## src/hw/idps_pkg.sv

```systemverilog
package idps_pkg;
   // Low offsets within a page and full addresses on page 0
   localparam logic [7:0]  PAGE_SEL_LOW      = 8'h01;
   localparam logic [15:0] SILICON_REV_ADDR  = 16'h0000;
   localparam logic [15:0] PN_LOW_ADDR       = 16'h0002;
   localparam logic [15:0] PN_HIGH_ADDR      = 16'h0003;
   localparam logic [15:0] SPEED_GRADE_ADDR  = 16'h0004;
   localparam logic [15:0] DEV_REV_ADDR      = 16'h0005;
   localparam logic [15:0] TEMP_CLASS_ADDR   = 16'h0009;
   localparam logic [15:0] PKG_CODE_ADDR     = 16'h000A;
   localparam logic [15:0] BUS_ADDR_ADDR     = 16'h000B;
   localparam logic [15:0] DEV_STATUS_ADDR   = 16'h000C;
   localparam logic [15:0] STICKY_ADDR       = 16'h0011;
   localparam logic [15:0] CONFIG_ADDR       = 16'h0020;
   localparam logic [15:0] BURN_ADDR         = 16'h0021;
   // Burn key written to the burn register
   localparam logic [7:0]  BURN_KEY          = 8'hA5;
   // Status bit positions
   localparam int          ST_CAL            = 0;
   localparam int          ST_XTAL_LOST      = 1;
   localparam int          ST_REF_LOST       = 2;
   localparam int          ST_LOCK_ERR       = 3;
   localparam int          ST_BUS_TMO        = 5;
   localparam logic [7:0]  STATUS_MASK       = 8'h2F;
   // Config bit positions
   localparam int          CFG_OUT_EN        = 0;
   localparam int          CFG_IO_1V8        = 1;
   localparam int          CFG_EXT_XO        = 2;
   localparam logic [7:0]  CONFIG_MASK       = 8'h07;
   // Blank variant power-up config: outputs off, 1.8 V I/O, 54 MHz XO
   localparam logic [7:0]  BLANK_CONFIG      = 8'h06;
   localparam logic [7:0]  PAGE_RESET        = 8'h00;
   localparam logic [7:0]  BYTE_ZERO         = 8'h00;
   localparam logic [7:0]  PAGE_ZERO         = 8'h00;
   // Identity values, arbitrary neutral choices
   localparam logic [3:0]  SILICON_REV_VAL   = 4'h1;
   localparam logic [15:0] PART_DIGITS_VAL   = 16'h1234;
   localparam logic [7:0]  SPEED_GRADE_VAL   = 8'h00;
   localparam logic [7:0]  DEV_REV_VAL       = 8'h04;
   localparam logic [7:0]  TEMP_CLASS_VAL    = 8'h00;
   localparam logic [7:0]  PKG_CODE_VAL      = 8'h00;
   localparam logic [4:0]  BUS_ADDR_UPPER    = 5'h1A;

   typedef enum logic [1:0] {IDPS_BOOT, IDPS_LOAD, IDPS_RUN} idps_boot_t;
endpackage : idps_pkg

```

## src/hw/idps_regs.sv

```systemverilog
`timescale 1ns/1ps
module idps_regs (
   mclk,
   rstn,
   acc_addr,
   acc_wr,
   acc_rd,
   acc_wdata,
   acc_rdata_q,
   acc_rvalid_q,
   addr_select_pin_hi,
   addr_select_pin_lo,
   calibrating_now,
   crystal_input_lost,
   reference_signal_lost,
   reference_lock_error,
   bus_timeout_now,
   preprogrammed_strap,
   nvm_valid,
   nvm_config,
   cfg_outputs_en_q,
   cfg_io_1v8_q,
   cfg_ext_xo_q,
   nvm_burn_q,
   nvm_burn_data_q,
   page_q
);
   input  wire logic       mclk;
   input  wire logic       rstn;
   input  wire logic [7:0] acc_addr;
   input  wire logic       acc_wr;
   input  wire logic       acc_rd;
   input  wire logic [7:0] acc_wdata;
   output logic      [7:0] acc_rdata_q;
   output logic            acc_rvalid_q;
   input  wire logic       addr_select_pin_hi;
   input  wire logic       addr_select_pin_lo;
   input  wire logic       calibrating_now;
   input  wire logic       crystal_input_lost;
   input  wire logic       reference_signal_lost;
   input  wire logic       reference_lock_error;
   input  wire logic       bus_timeout_now;
   input  wire logic       preprogrammed_strap;
   input  wire logic       nvm_valid;
   input  wire logic [7:0] nvm_config;
   output logic            cfg_outputs_en_q;
   output logic            cfg_io_1v8_q;
   output logic            cfg_ext_xo_q;
   output logic            nvm_burn_q;
   output logic      [7:0] nvm_burn_data_q;
   output logic      [7:0] page_q;

   logic [7:0]           status_q;
   logic [7:0]           sticky_q;
   logic [7:0]           config_q;
   logic [1:0]           pins_q;
   logic [7:0]           rdata_d;
   idps_pkg::idps_boot_t boot_q;
   logic [15:0]          full_addr;
   logic                 page_hit;

   function automatic logic hit(input logic [15:0] a, input logic [15:0] target);
      hit = (a == target);
   endfunction : hit

   assign full_addr = {page_q, acc_addr};
   assign page_hit  = (acc_addr == idps_pkg::PAGE_SEL_LOW);

   // Page select, full 8 bits so every one of 256 pages is reachable
   always_ff @(posedge mclk) begin
      if (!rstn) begin
         page_q <= idps_pkg::PAGE_RESET;
      end else if (acc_wr && page_hit) begin
         page_q <= acc_wdata;
      end
   end

   // Live status, one flop so the bus sees a clean value
   always_ff @(posedge mclk) begin
      if (!rstn) begin
         status_q <= idps_pkg::BYTE_ZERO;
      end else begin
         status_q <= idps_pkg::BYTE_ZERO;
         status_q[idps_pkg::ST_CAL]       <= calibrating_now;
         status_q[idps_pkg::ST_XTAL_LOST] <= crystal_input_lost;
         status_q[idps_pkg::ST_REF_LOST]  <= reference_signal_lost;
         status_q[idps_pkg::ST_LOCK_ERR]  <= reference_lock_error;
         status_q[idps_pkg::ST_BUS_TMO]   <= bus_timeout_now;
      end
   end

   // Sticky flags; a new event beats a clear in the same cycle
   always_ff @(posedge mclk) begin
      if (!rstn) begin
         sticky_q <= idps_pkg::BYTE_ZERO;
      end else begin
         for (int i = 0; i < 8; i++) begin
            if (idps_pkg::STATUS_MASK[i]) begin
               if (status_q[i]) begin
                  sticky_q[i] <= 1'b1;
               end else if (acc_wr && hit(full_addr, idps_pkg::STICKY_ADDR) && !acc_wdata[i]) begin
                  sticky_q[i] <= 1'b0;
               end
            end
         end
      end
   end

   // Address pins sampled every cycle
   always_ff @(posedge mclk) begin
      if (!rstn) begin
         pins_q <= 2'h0;
      end else begin
         pins_q <= {addr_select_pin_hi, addr_select_pin_lo};
      end
   end

   // Boot: blank comes up with defaults, preprogrammed waits for NVM image
   always_ff @(posedge mclk) begin
      if (!rstn) begin
         boot_q <= idps_pkg::IDPS_BOOT;
      end else begin
         case (boot_q)
            idps_pkg::IDPS_BOOT: boot_q <= preprogrammed_strap ? idps_pkg::IDPS_LOAD : idps_pkg::IDPS_RUN;
            idps_pkg::IDPS_LOAD: if (nvm_valid) begin
               boot_q <= idps_pkg::IDPS_RUN;
            end
            idps_pkg::IDPS_RUN:  boot_q <= idps_pkg::IDPS_RUN;
            default:             boot_q <= idps_pkg::IDPS_BOOT;
         endcase
      end
   end

   // Host writes are honoured only once boot is done
   always_ff @(posedge mclk) begin
      if (!rstn) begin
         config_q <= idps_pkg::BLANK_CONFIG;
      end else if (boot_q == idps_pkg::IDPS_LOAD && nvm_valid) begin
         config_q <= nvm_config & idps_pkg::CONFIG_MASK;
      end else if (boot_q == idps_pkg::IDPS_RUN && acc_wr && hit(full_addr, idps_pkg::CONFIG_ADDR)) begin
         config_q <= acc_wdata & idps_pkg::CONFIG_MASK;
      end
   end

   always_ff @(posedge mclk) begin
      if (!rstn) begin
         cfg_outputs_en_q <= idps_pkg::BLANK_CONFIG[idps_pkg::CFG_OUT_EN];
         cfg_io_1v8_q     <= idps_pkg::BLANK_CONFIG[idps_pkg::CFG_IO_1V8];
         cfg_ext_xo_q     <= idps_pkg::BLANK_CONFIG[idps_pkg::CFG_EXT_XO];
      end else begin
         cfg_outputs_en_q <= config_q[idps_pkg::CFG_OUT_EN];
         cfg_io_1v8_q     <= config_q[idps_pkg::CFG_IO_1V8];
         cfg_ext_xo_q     <= config_q[idps_pkg::CFG_EXT_XO];
      end
   end

   // Burn image carries config only; bus address never goes to NVM
   always_ff @(posedge mclk) begin
      if (!rstn) begin
         nvm_burn_q      <= 1'b0;
         nvm_burn_data_q <= idps_pkg::BYTE_ZERO;
      end else begin
         nvm_burn_q <= acc_wr && hit(full_addr, idps_pkg::BURN_ADDR)
                       && (acc_wdata == idps_pkg::BURN_KEY);
         if (acc_wr && hit(full_addr, idps_pkg::BURN_ADDR) && (acc_wdata == idps_pkg::BURN_KEY)) begin
            nvm_burn_data_q <= config_q;
         end
      end
   end

   always_comb begin
      rdata_d = idps_pkg::BYTE_ZERO;
      if (page_hit) begin
         rdata_d = page_q;
      end else begin
         case (full_addr)
            idps_pkg::SILICON_REV_ADDR: rdata_d = {4'h0, idps_pkg::SILICON_REV_VAL};
            idps_pkg::PN_LOW_ADDR:      rdata_d = idps_pkg::PART_DIGITS_VAL[7:0];
            idps_pkg::PN_HIGH_ADDR:     rdata_d = idps_pkg::PART_DIGITS_VAL[15:8];
            idps_pkg::SPEED_GRADE_ADDR: rdata_d = idps_pkg::SPEED_GRADE_VAL;
            idps_pkg::DEV_REV_ADDR:     rdata_d = idps_pkg::DEV_REV_VAL;
            idps_pkg::TEMP_CLASS_ADDR:  rdata_d = idps_pkg::TEMP_CLASS_VAL;
            idps_pkg::PKG_CODE_ADDR:    rdata_d = idps_pkg::PKG_CODE_VAL;
            idps_pkg::BUS_ADDR_ADDR:    rdata_d = {1'b0, idps_pkg::BUS_ADDR_UPPER, pins_q};
            idps_pkg::DEV_STATUS_ADDR:  rdata_d = status_q & idps_pkg::STATUS_MASK;
            idps_pkg::STICKY_ADDR:      rdata_d = sticky_q;
            idps_pkg::CONFIG_ADDR:      rdata_d = config_q;
            default:                    rdata_d = idps_pkg::BYTE_ZERO;
         endcase
      end
   end

   always_ff @(posedge mclk) begin
      if (!rstn) begin
         acc_rdata_q  <= idps_pkg::BYTE_ZERO;
         acc_rvalid_q <= 1'b0;
      end else begin
         acc_rvalid_q <= acc_rd;
         if (acc_rd) begin
            acc_rdata_q <= rdata_d;
         end
      end
   end
endmodule : idps_regs

```

## config.mk

```make
export PLATFORM = sky130hd
export DESIGN_NAME = idps_regs
export DESIGN_NICKNAME = d
export VERILOG_FILES = /design/src/hw/idps_pkg.sv /design/src/hw/idps_regs.sv
export SDC_FILE = /design/constraint.sdc
export NUM_CORES = 1
export LEC_CHECK = 0
export BUFFER_PORTS_ARGS = -buffer_cell sky130_fd_sc_hd__clkbuf_2
export CAP_MARGIN = 0
export CORE_MARGIN = 4
export CORE_UTILIZATION = 50
export CTS_BUF_LIST = sky130_fd_sc_hd__clkbuf_16
export DETAILED_ROUTE_END_ITERATION = 10
export GPL_ROUTABILITY_DRIVEN = 0
export MAX_ROUTING_LAYER = met4
export PLACE_DENSITY = 0.79
export RECOVER_POWER = 100
export SLEW_MARGIN = 20
export SYNTH_ARGS = -nofsm -noshare
export SYNTH_HDL_FRONTEND = slang
export SYNTH_SLANG_ARGS = --single-unit
export TNS_END_PERCENT = 20
```

## constraint.sdc

```tcl
create_clock -name mclk -period 1.9 [get_ports mclk]
set_input_delay 0 -clock mclk [delete_from_list [all_inputs] [get_ports mclk]]
set_output_delay 0 -clock mclk [all_outputs]
set_load 0.02 [all_outputs]
```

==> flow_metrics.py, run 1 <==
metrics = {
    "power": {
        "peakVddDrop_mv": 0.687,
        "p_leak_nw": 1.01,
        "power_density_nw_per_um2": 794,
    },
    "global_route": {
        "grt_usage": 0.202,
        "grtUsageMet2": 0.315,
        "grt_pass1_vias": 1658,
        "antenna_found_initial": 0,
        "globalRoute.totalOverflow": 0,
        "groute.layer.met1.usage": 0.248,
        "grt_pass1_wl_um": 7800,
        "grt_busiest_layer": "met2",
        "use_met3": 0.0625,
        "grt_max_degree": 42,
    },
    "critical_path": {
        "crit_path_top_delay_cell": "nor4_4",
        "cpLargestDelayFamily": "simple AND/OR/NAND/NOR gates",
        "crit_arrival_ns": 1.93,
        "critPathKind": "reg2reg",
        "worstPathMaxFanout": 6,
        "r2r-end": "nvm_burn_data_q[0]",
        "cp.required_ns": 2.08,
        "critPathBufInv": 0,
        "cp-start-kind": "flop",
        "reg2regPathDepth": 5,
        "crit_chain": "nor4_4 -> nand2_1 -> nor4_4 -> mux2i_1 -> nor2b_1",
        "ff2ff_setup_slack_ns": 0.14,
        "worst_path_most_repeated_cell": "nor4_4",
        "r2r-start": "page_q[3]",
        "slowest_delay_ns": 0.45,
        "cp-end-kind": "flop",
    },
    "drt": {
        "antenna_left": 0,
        "drc_errors": 0,
        "routed_via_density": 5.44,
        "wirelength_um": 4720,
        "wl_per_cell_um": 14.7,
        "drtIter0Drc": 143,
        "num_vias": 1751,
        "firstDrtPassIters": 4,
    },
    "synthesis": {
        "synth_enable_flop_cells": 0,
        "synth-seq-cells": 41,
        "ys.flop_type": "dfxtp_1",
        "ys_async_sr_fraction": 0,
        "yosys.cell_types.count": 39,
        "synthesis.instances": 207,
        "avgSynthCellArea_um2": 9.52,
        "synth.cell_area_um2": 1970,
        "seq_area_frac_synth": 0.417,
        "synth_warnings": 0,
    },
    "finish": {
        "drive_above_1_share": 0.186,
        "area_growth_pct": 25.0,
        "nets": 314,
        "diodes": 0,
    },
    "clocking": {
        "cts_hold_buf": 7,
        "cts_tree": "yes",
        "post_cts_resized": 0,
        "post-cts-setup-buffers": 0,
        "numCtsBuffers": 5,
        "cts_root_buf": "clkbuf_16",
        "cts.path.max_buffers": 2,
        "htreeDepth": 2,
        "cts_num_sinks": 41,
        "cts.clk_slew.worst_paths_ns": 0.06,
        "clk_latency_ns": 0.28,
    },
    "die": {
        "coreArea_um2": 3740,
        "num_rows": 22,
        "die_w_um": 70.8,
        "design.portCount": 66,
        "die_h_um": 70.8,
        "start_util": 0.526,
        "dieArea_um2": 5010,
    },
    "timing": {
        "slew_headroom": 0.559,
        "setup_tns_ns": 0,
        "period_minus_slack_ns": 1.76,
        "hold_viol": 0,
        "rsz0062_at_grt": "no",
        "final_max_slew_viol_count": 0,
        "worst_slack_ns": 0.145,
        "fin_crit_sh": 0.924,
        "worst_hold_slack_ns": 0.0297,
        "worst_slew_pin_slew_ns": 0.660,
        "fmax_mhz": 570,
        "setup_viol": 0,
        "skew_ns": 0.00417,
    },
    "flow_run": {
        "drv_cap": 0,
    },
    "outcome": {
        "outcome": "completed",
    },
    "placement": {
        "port_buffers": 55,
        "place_hpwl_um": 3450,
        "pre_cts_ws_ns": 0.157,
    },
    "hold_path": {
        "hp-class": "in2reg",
        "holdPathStages": 3,
        "hp-start": "acc_wdata[6]",
        "min_to": "page_q[6]",
    },
}
==> per-layer routing <==
metal  vias up  routed length [µm]
li1        869                   -
met1       791                2010
met2        77                2260
met3        14                 342
met4         0                 107
met5         -                   0
==> cells in the final DEF (no fill, tap or decap), drive strengths merged, types with 5 or more instances in the layout <==
cell         instances
clkbuf              60
dfxtp               41
nand2               17
nor2b               15
and2                13
mux2i               11
o21ai               11
nor2                10
o21a                10
nand3                8
dlygate4sd3          7
inv                  5
conb                 5
buf                  5
nor4                 5
==> kinds of logic after synthesis <==
family / share of synthesized area
simple gates: 0.300
compound gates: 0.156
flops: 0.417
buf+inv: 0.0444
mux: 0.0559
fa+ha+maj: 0.0254
other cells: 0.00190
==> sequential cells by signal (all words and copies together), names as in the netlist, 2 cells and up <==
register,cells
status_q,5
boot_q,2
pins_q,2
nvm_burn_data_q,3
acc_rdata_q,8
config_q,3
sticky_q,5
page_q,8
==> synthesized netlist by cell type (all sizes together), types with 4 or more instances <==
library cell	n	area, µm²
a21oi	4	20.0
a221oi	4	35.0
and2	13	81.3
buf	7	50.0
clkbuf	5	18.8
dfxtp	41	821
ha	4	50.1
inv	5	18.8
mux2i	11	110
nand2	17	71.3
nand3	8	40.0
nand4	4	25.0
nor2	10	37.5
nor2b	15	93.8
nor4	5	91.3
o21a	10	75.1
o21ai	11	55.1
==> worst max-delay path by stage <==
stage,startpoint,end,slack (ns),cells past startpoint
final,page_q[3],nvm_burn_data_q[0],0.14,5
after global routing,page_q[3],config_q[2],0.04,5
after CTS,page_q[3],nvm_burn_data_q[0],0.15,5
after detailed placement,page_q[3],nvm_burn_data_q[0],0.16,5
after global placement,page_q[3],nvm_burn_data_q[0],0.19,5
after floorplan,page_q[7],nvm_burn_data_q[0],0.21,5
==> tightest hold or removal path, delay by kind of cell <==
kind	cells	cell delay, ns
multiplexers	1	0.06
buffers and inverters	1	0.10
AND/OR/NAND/NOR	1	0.10
==> per-stage QoR <==
stage                     total power, mW   util  instances  instance area (µm²)
after floorplan                      1.06      -        211                 1990
after global placement               1.14  0.612        307                 2290
after detailed placement             1.15  0.612        307                 2290
after CTS                            1.98  0.670        322                 2510
after global routing                 2.04  0.658        322                 2460
final                                1.95  0.658        322                 2460
==> final cells by class <==
type	instances	area (µm²)
Fill cell	348	1280
Multi-Input combinational cell	153	1060
Sequential cell	41	821
Timing Repair Buffer	67	352
Clock buffer	5	125
Tap cell	48	60.1
Clock inverter	3	22.5
Inverter	5	18.8
==> report_power, final <==
group          leakage [nW]  internal (mW)  total [mW]  switching [mW]
Sequential            0.336          0.894       0.918          0.0233
Clock                0.0738          0.487       0.818           0.331
Combinational         0.605         0.0955       0.218           0.123
No activity file was read; power rests on OpenSTA's default activity.
==> run 2, diff against run 1 <==
SETUP_SLACK_MARGIN = 0.3   (was unset)
==> flow_metrics.py, run 2 (same netlist as run 1, synthesis figures left out) <==
metrics = {
    "outcome": {
        "outcome": "completed",
    },
    "global_route": {
        "grt_pass1_vias": 1696,
        "antenna_found_initial": 0,
        "grt_usage": 0.201,
        "grt_pass1_wl_um": 7780,
        "grt_max_degree": 42,
        "globalRoute.totalOverflow": 0,
    },
    "finish": {
        "drive_above_1_share": 0.218,
        "seq_area_um2": 831,
        "reg_top3": "acc_rdata_q (8), page_q (8)",
        "final_cell_mix": "37 x dfxtp_1, 29 x clkbuf_2, 27 x clkbuf_1, 15 x nand2_1, 15 x nor2b_1",
        "fillers": 345,
        "area_growth_pct": 28.4,
        "nets": 321,
        "final_common_cell": "dfxtp_1",
        "diodes": 0,
        "multiInputGateArea_um2": 1070,
    },
    "drt": {
        "num_vias": 1771,
        "wirelength_um": 4850,
        "antenna_left": 0,
        "drc_errors": 0,
        "firstDrtPassIters": 4,
        "wl_per_cell_um": 14.8,
        "routed_via_density": 5.40,
        "drtIter0Drc": 72,
    },
    "timing": {
        "skew_ns": 0.00245,
        "period_minus_slack_ns": 1.74,
        "worst_slew_pin_slew_ns": 1.34,
        "rsz0062_at_grt": "yes",
        "final_max_slew_viol_count": 0,
        "setup_tns_ns": 0,
        "fin_crit_sh": 0.913,
        "hold_viol": 0,
        "fmax_mhz": 576,
        "setup_viol": 0,
        "slew_headroom": 0.110,
    },
    "power": {
        "peakVddDrop_mv": 0.579,
        "p_leak_nw": 1.05,
        "p_total_mw": 2.00,
        "power_density_nw_per_um2": 791,
    },
    "clocking": {
        "htreeDepth": 2,
        "clk_latency_ns": 0.28,
        "cts.path.max_buffers": 2,
        "cts_tree": "yes",
        "cts.clk_slew.worst_paths_ns": 0.06,
        "cts_num_sinks": 41,
        "numCtsBuffers": 5,
        "cts_root_buf": "clkbuf_16",
    },
    "critical_path": {
        "cp.required_ns": 2.10,
        "critPathKind": "reg2reg",
        "critPathLaunch": "page_q[2]",
        "cp-start-kind": "flop",
        "crit_arrival_ns": 1.94,
        "r2r-start": "page_q[2]",
        "worstPathMaxFanout": 5,
        "cp-end-kind": "flop",
    },
    "die": {
        "dieArea_um2": 5010,
        "die_h_um": 70.8,
        "coreArea_um2": 3740,
        "die_w_um": 70.8,
        "design.portCount": 66,
        "num_rows": 22,
        "start_util": 0.526,
    },
    "hold_path": {
        "hp-class": "in2reg",
        "hp-start": "acc_wdata[4]",
    },
    "placement": {
        "place_hpwl_um": 3470,
        "port_buffers": 55,
    },
    "flow_run": {
        "drv_cap": 0,
    },
}
run 2: cell count changes in the layout (fill, tap and decap cells not counted), sizes merged:
cell / previous run / this run
buf: 5 / 10
clkbuf: 60 / 63
clkinv: 3 / 1
run 2: critical path, cell delays in order, from the launching register on:
cell and delay [ns]:
dfxtp_4 0.36, nor4_4 0.36, nand2_1 0.17, clkbuf_4 0.17, o21ai_0 0.33, a221oi_1 0.12
a21oi_1 0.16
run 2: cell type report:
class,instances,area share
inverters,5,0.00741
well taps,48,0.0237
clock buffers,6,0.0593
flip-flops and latches,41,0.328
multi-input cells,153,0.422
repair buffers,74,0.158
clock inverters,1,0.00198
run 2: path summary, 6_finish.rpt:
check                                 endpoint  slack [ns]  depth (start not counted)
worst max-delay path            acc_rdata_q[3]        0.16                          6
worst min-delay path                 page_q[4]        0.01                          3
worst max register to register  acc_rdata_q[3]        0.16                          6
worst min register to register     sticky_q[2]        0.47                          1
run 2: stage by stage:
| stage | hold WS, ns | util | cell area, µm² | setup WS, ns | instances |
|---|---|---|---|---|---|
| after floorplan | 0.0732 | - | 1990 | 0.289 | 211 |
| final | 0.0115 | 0.676 | 2530 | 0.164 | 328 |
| after CTS | 0.00855 | 0.686 | 2570 | 0.236 | 326 |
| after global placement | 0.206 | 0.611 | 2290 | 0.228 | 306 |
| after global routing | 0.0312 | 0.676 | 2530 | 0.0617 | 328 |
| after detailed placement | 0.209 | 0.611 | 2290 | 0.172 | 306 |
run 2: routing by layer:
layer | GRT usage | wire [µm]
met5 | - | 0
met4 | 0.0919 | 125
met2 | 0.319 | 2380
met3 | 0.0540 | 292
met1 | 0.236 | 2050
run 2: power by group:
group,switching (mW),internal (mW)
clock,0.309,0.556
combinational,0.125,0.0978
sequential,0.0229,0.892
run 2: what timing repair did:
item | 4_1_cts | 5_1_grt
pin swaps | 7 | 3
hold buffers | 7 | 0
resized for setup | 5 | 0
buffers inserted | 6 | 2
endpoints found under the hold margin | 7 | 0
setup endpoints to repair | 13 | 17
==> run 3, diff against run 2 <==
ABC_AREA = 1   (was unset)
PLACE_DENSITY = 0.78   (was 0.79)
SKIP_CTS_REPAIR_TIMING = 1   (was unset)
==> flow_metrics.py, run 3 <==
metrics = {
    "global_route": {
        "grt_pass1_vias": 1836,
        "grt_max_degree": 22,
        "grt_usage": 0.207,
        "grt_pass1_wl_um": 8260,
        "globalRoute.totalOverflow": 0,
        "antenna_found_initial": 0,
    },
    "synthesis": {
        "synth_common_cells": "56 x nand2_1, 44 x inv_1, 44 x nor2_1",
        "synth.most_common_cell": "nand2_1",
        "synth-seq-cells": 41,
        "synth.cell_area_um2": 2110,
        "synth_warnings": 0,
        "synth_enable_flop_cells": 0,
        "synth_area_leader_cell": "dfxtp_1",
        "yosys.cell_types.count": 31,
        "synthesis.instances": 301,
        "ys.flop_type": "dfxtp_1",
        "synth_top_area_frac": 0.389,
        "synthTopCellsByArea": "dfxtp_1 39%, nand2_1 10%, inv_1 7.8%",
        "ys_async_sr_fraction": 0,
        "avgSynthCellArea_um2": 7.00,
        "seq_area_frac_synth": 0.389,
    },
    "finish": {
        "nets": 403,
        "reg_top3": "acc_rdata_q (8), page_q (8)",
        "area_growth_pct": 19.4,
        "fillers": 420,
        "drive_above_1_share": 0.135,
        "fin_cells": 412,
        "final_cell_mix": "58 x nand2_1, 46 x nor2_1, 44 x inv_1, 41 x dfxtp_1, 33 x nand3_1",
        "final_common_cell": "nand2_1",
        "diodes": 0,
    },
    "drt": {
        "routed_via_density": 4.89,
        "firstDrtPassIters": 4,
        "wirelength_um": 5100,
        "drc_errors": 0,
        "wl_per_cell_um": 12.4,
        "drtIter0Drc": 116,
        "antenna_left": 0,
        "num_vias": 2013,
    },
    "flow_run": {
        "drv_cap": 0,
    },
    "critical_path": {
        "crit_arrival_ns": 1.66,
        "cp.required_ns": 2.03,
        "reg2regPathDepth": 7,
        "worstPathMaxFanout": 20,
        "cp-end-kind": "flop",
        "critPathKind": "reg2reg",
        "cp-start-kind": "flop",
    },
    "clocking": {
        "cts.clk_slew.worst_paths_ns": 0.06,
        "cts_num_sinks": 41,
        "clk_latency_ns": 0.28,
        "cts.path.max_buffers": 2,
        "numCtsBuffers": 5,
        "cts_root_buf": "clkbuf_16",
        "htreeDepth": 2,
        "cts_tree": "yes",
    },
    "outcome": {
        "outcome": "completed",
    },
    "die": {
        "dieArea_um2": 5320,
        "design.portCount": 66,
        "coreArea_um2": 4030,
        "die_h_um": 72.9,
        "num_rows": 23,
        "start_util": 0.523,
        "die_w_um": 72.9,
    },
    "power": {
        "p_leak_nw": 1.24,
        "power_density_nw_per_um2": 778,
        "peakVddDrop_mv": 0.546,
    },
    "timing": {
        "slew_headroom": 0.409,
        "period_minus_slack_ns": 1.52,
        "fmax_mhz": 657,
        "skew_ns": 0.00373,
        "worst_hold_slack_ns": 0.0163,
        "hold_viol": 0,
        "final_max_slew_viol_count": 0,
        "setup_tns_ns": 0,
        "fin_crit_sh": 0.801,
        "worst_slew_pin_slew_ns": 0.886,
        "rsz0062_at_grt": "no",
        "setup_viol": 0,
    },
    "hold_path": {
        "hp-class": "in2reg",
        "holdPathStages": 3,
    },
    "placement": {
        "place_hpwl_um": 3800,
        "port_buffers": 55,
        "dp_cells": 398,
    },
}
## run 3: cell count changes in the layout (fill, tap and decap cells not counted), sizes merged, moves of 11 or more
cell	previous run	this run
nor2b	15	0
and2	13	0
nor2	10	52
nand3	8	33
mux2i	11	0
inv	5	45
nand2	17	61
a21oi	4	24
## run 3: cells by family after synthesis
kind of cell             after synthesis  synth area share
AND/OR/NAND/NOR                      156             0.358
other                                  1           0.00178
adder cells (fa/ha/maj)                4            0.0237
buffers and inverters                 59             0.123
multiplexers                           1           0.00534
AO/OA/AOI/OAI                         39            0.0991
flip-flops                            41             0.389
## run 3: cell type report
cell class / instances / area, µm² / share of cell area
well taps: 50 / 62.6 / 0.0249
repair buffers: 64 / 329 / 0.131
inverters: 45 / 169 / 0.0671
flip-flops and latches: 41 / 821 / 0.326
multi-input cells: 205 / 1000 / 0.397
clock inverters: 2 / 11.3 / 0.00447
clock buffers: 5 / 125 / 0.0497
## run 3: per-stage QoR
stage | setup WS [ns] | util | total power, mW | instance area (µm²)
finish | 0.378 | 0.625 | 1.96 | 2520
global route | 0.183 | 0.625 | 2.06 | 2520
CTS | 0.396 | 0.626 | 1.98 | 2520
detailed placement | 0.406 | 0.592 | 1.20 | 2390
global placement | 0.415 | 0.592 | 1.19 | 2390
floorplan | 0.518 | - | 1.12 | 2120
## run 3: final timing paths
path,start,to,slack (ns)
setup / recovery,page_q[4],sticky_q[1],0.38
hold / removal,acc_wdata[7],page_q[7],0.02
setup reg to reg,page_q[4],sticky_q[1],0.38
hold reg to reg,status_q[2],sticky_q[2],0.46
## run 3: power breakdown
part	leakage (nW)	internal (mW)	total, mW	switching (mW)
clock	0.0633	0.473	0.778	0.304
combinational	0.836	0.0957	0.256	0.161
sequential	0.336	0.901	0.925	0.0244
total	1.24	1.47	1.96	0.489
## run 3: layer usage
layer,share of wire,track usage,up-vias
met5,0,-,-
met4,0.012,0.0574,0
met3,0.077,0.0496,5
met2,0.47,0.337,66
met1,0.45,0.256,884
li1,-,-,1058
## run 3: critical path, stage by stage, from the launching register on
cell,delay (ns)
dfxtp_1,0.34
nor2_1,0.12
nand2_1,0.06
nor2_1,0.17
buf_6,0.21
nand3_1,0.19
o21ai_0,0.21
a21oi_1,0.08
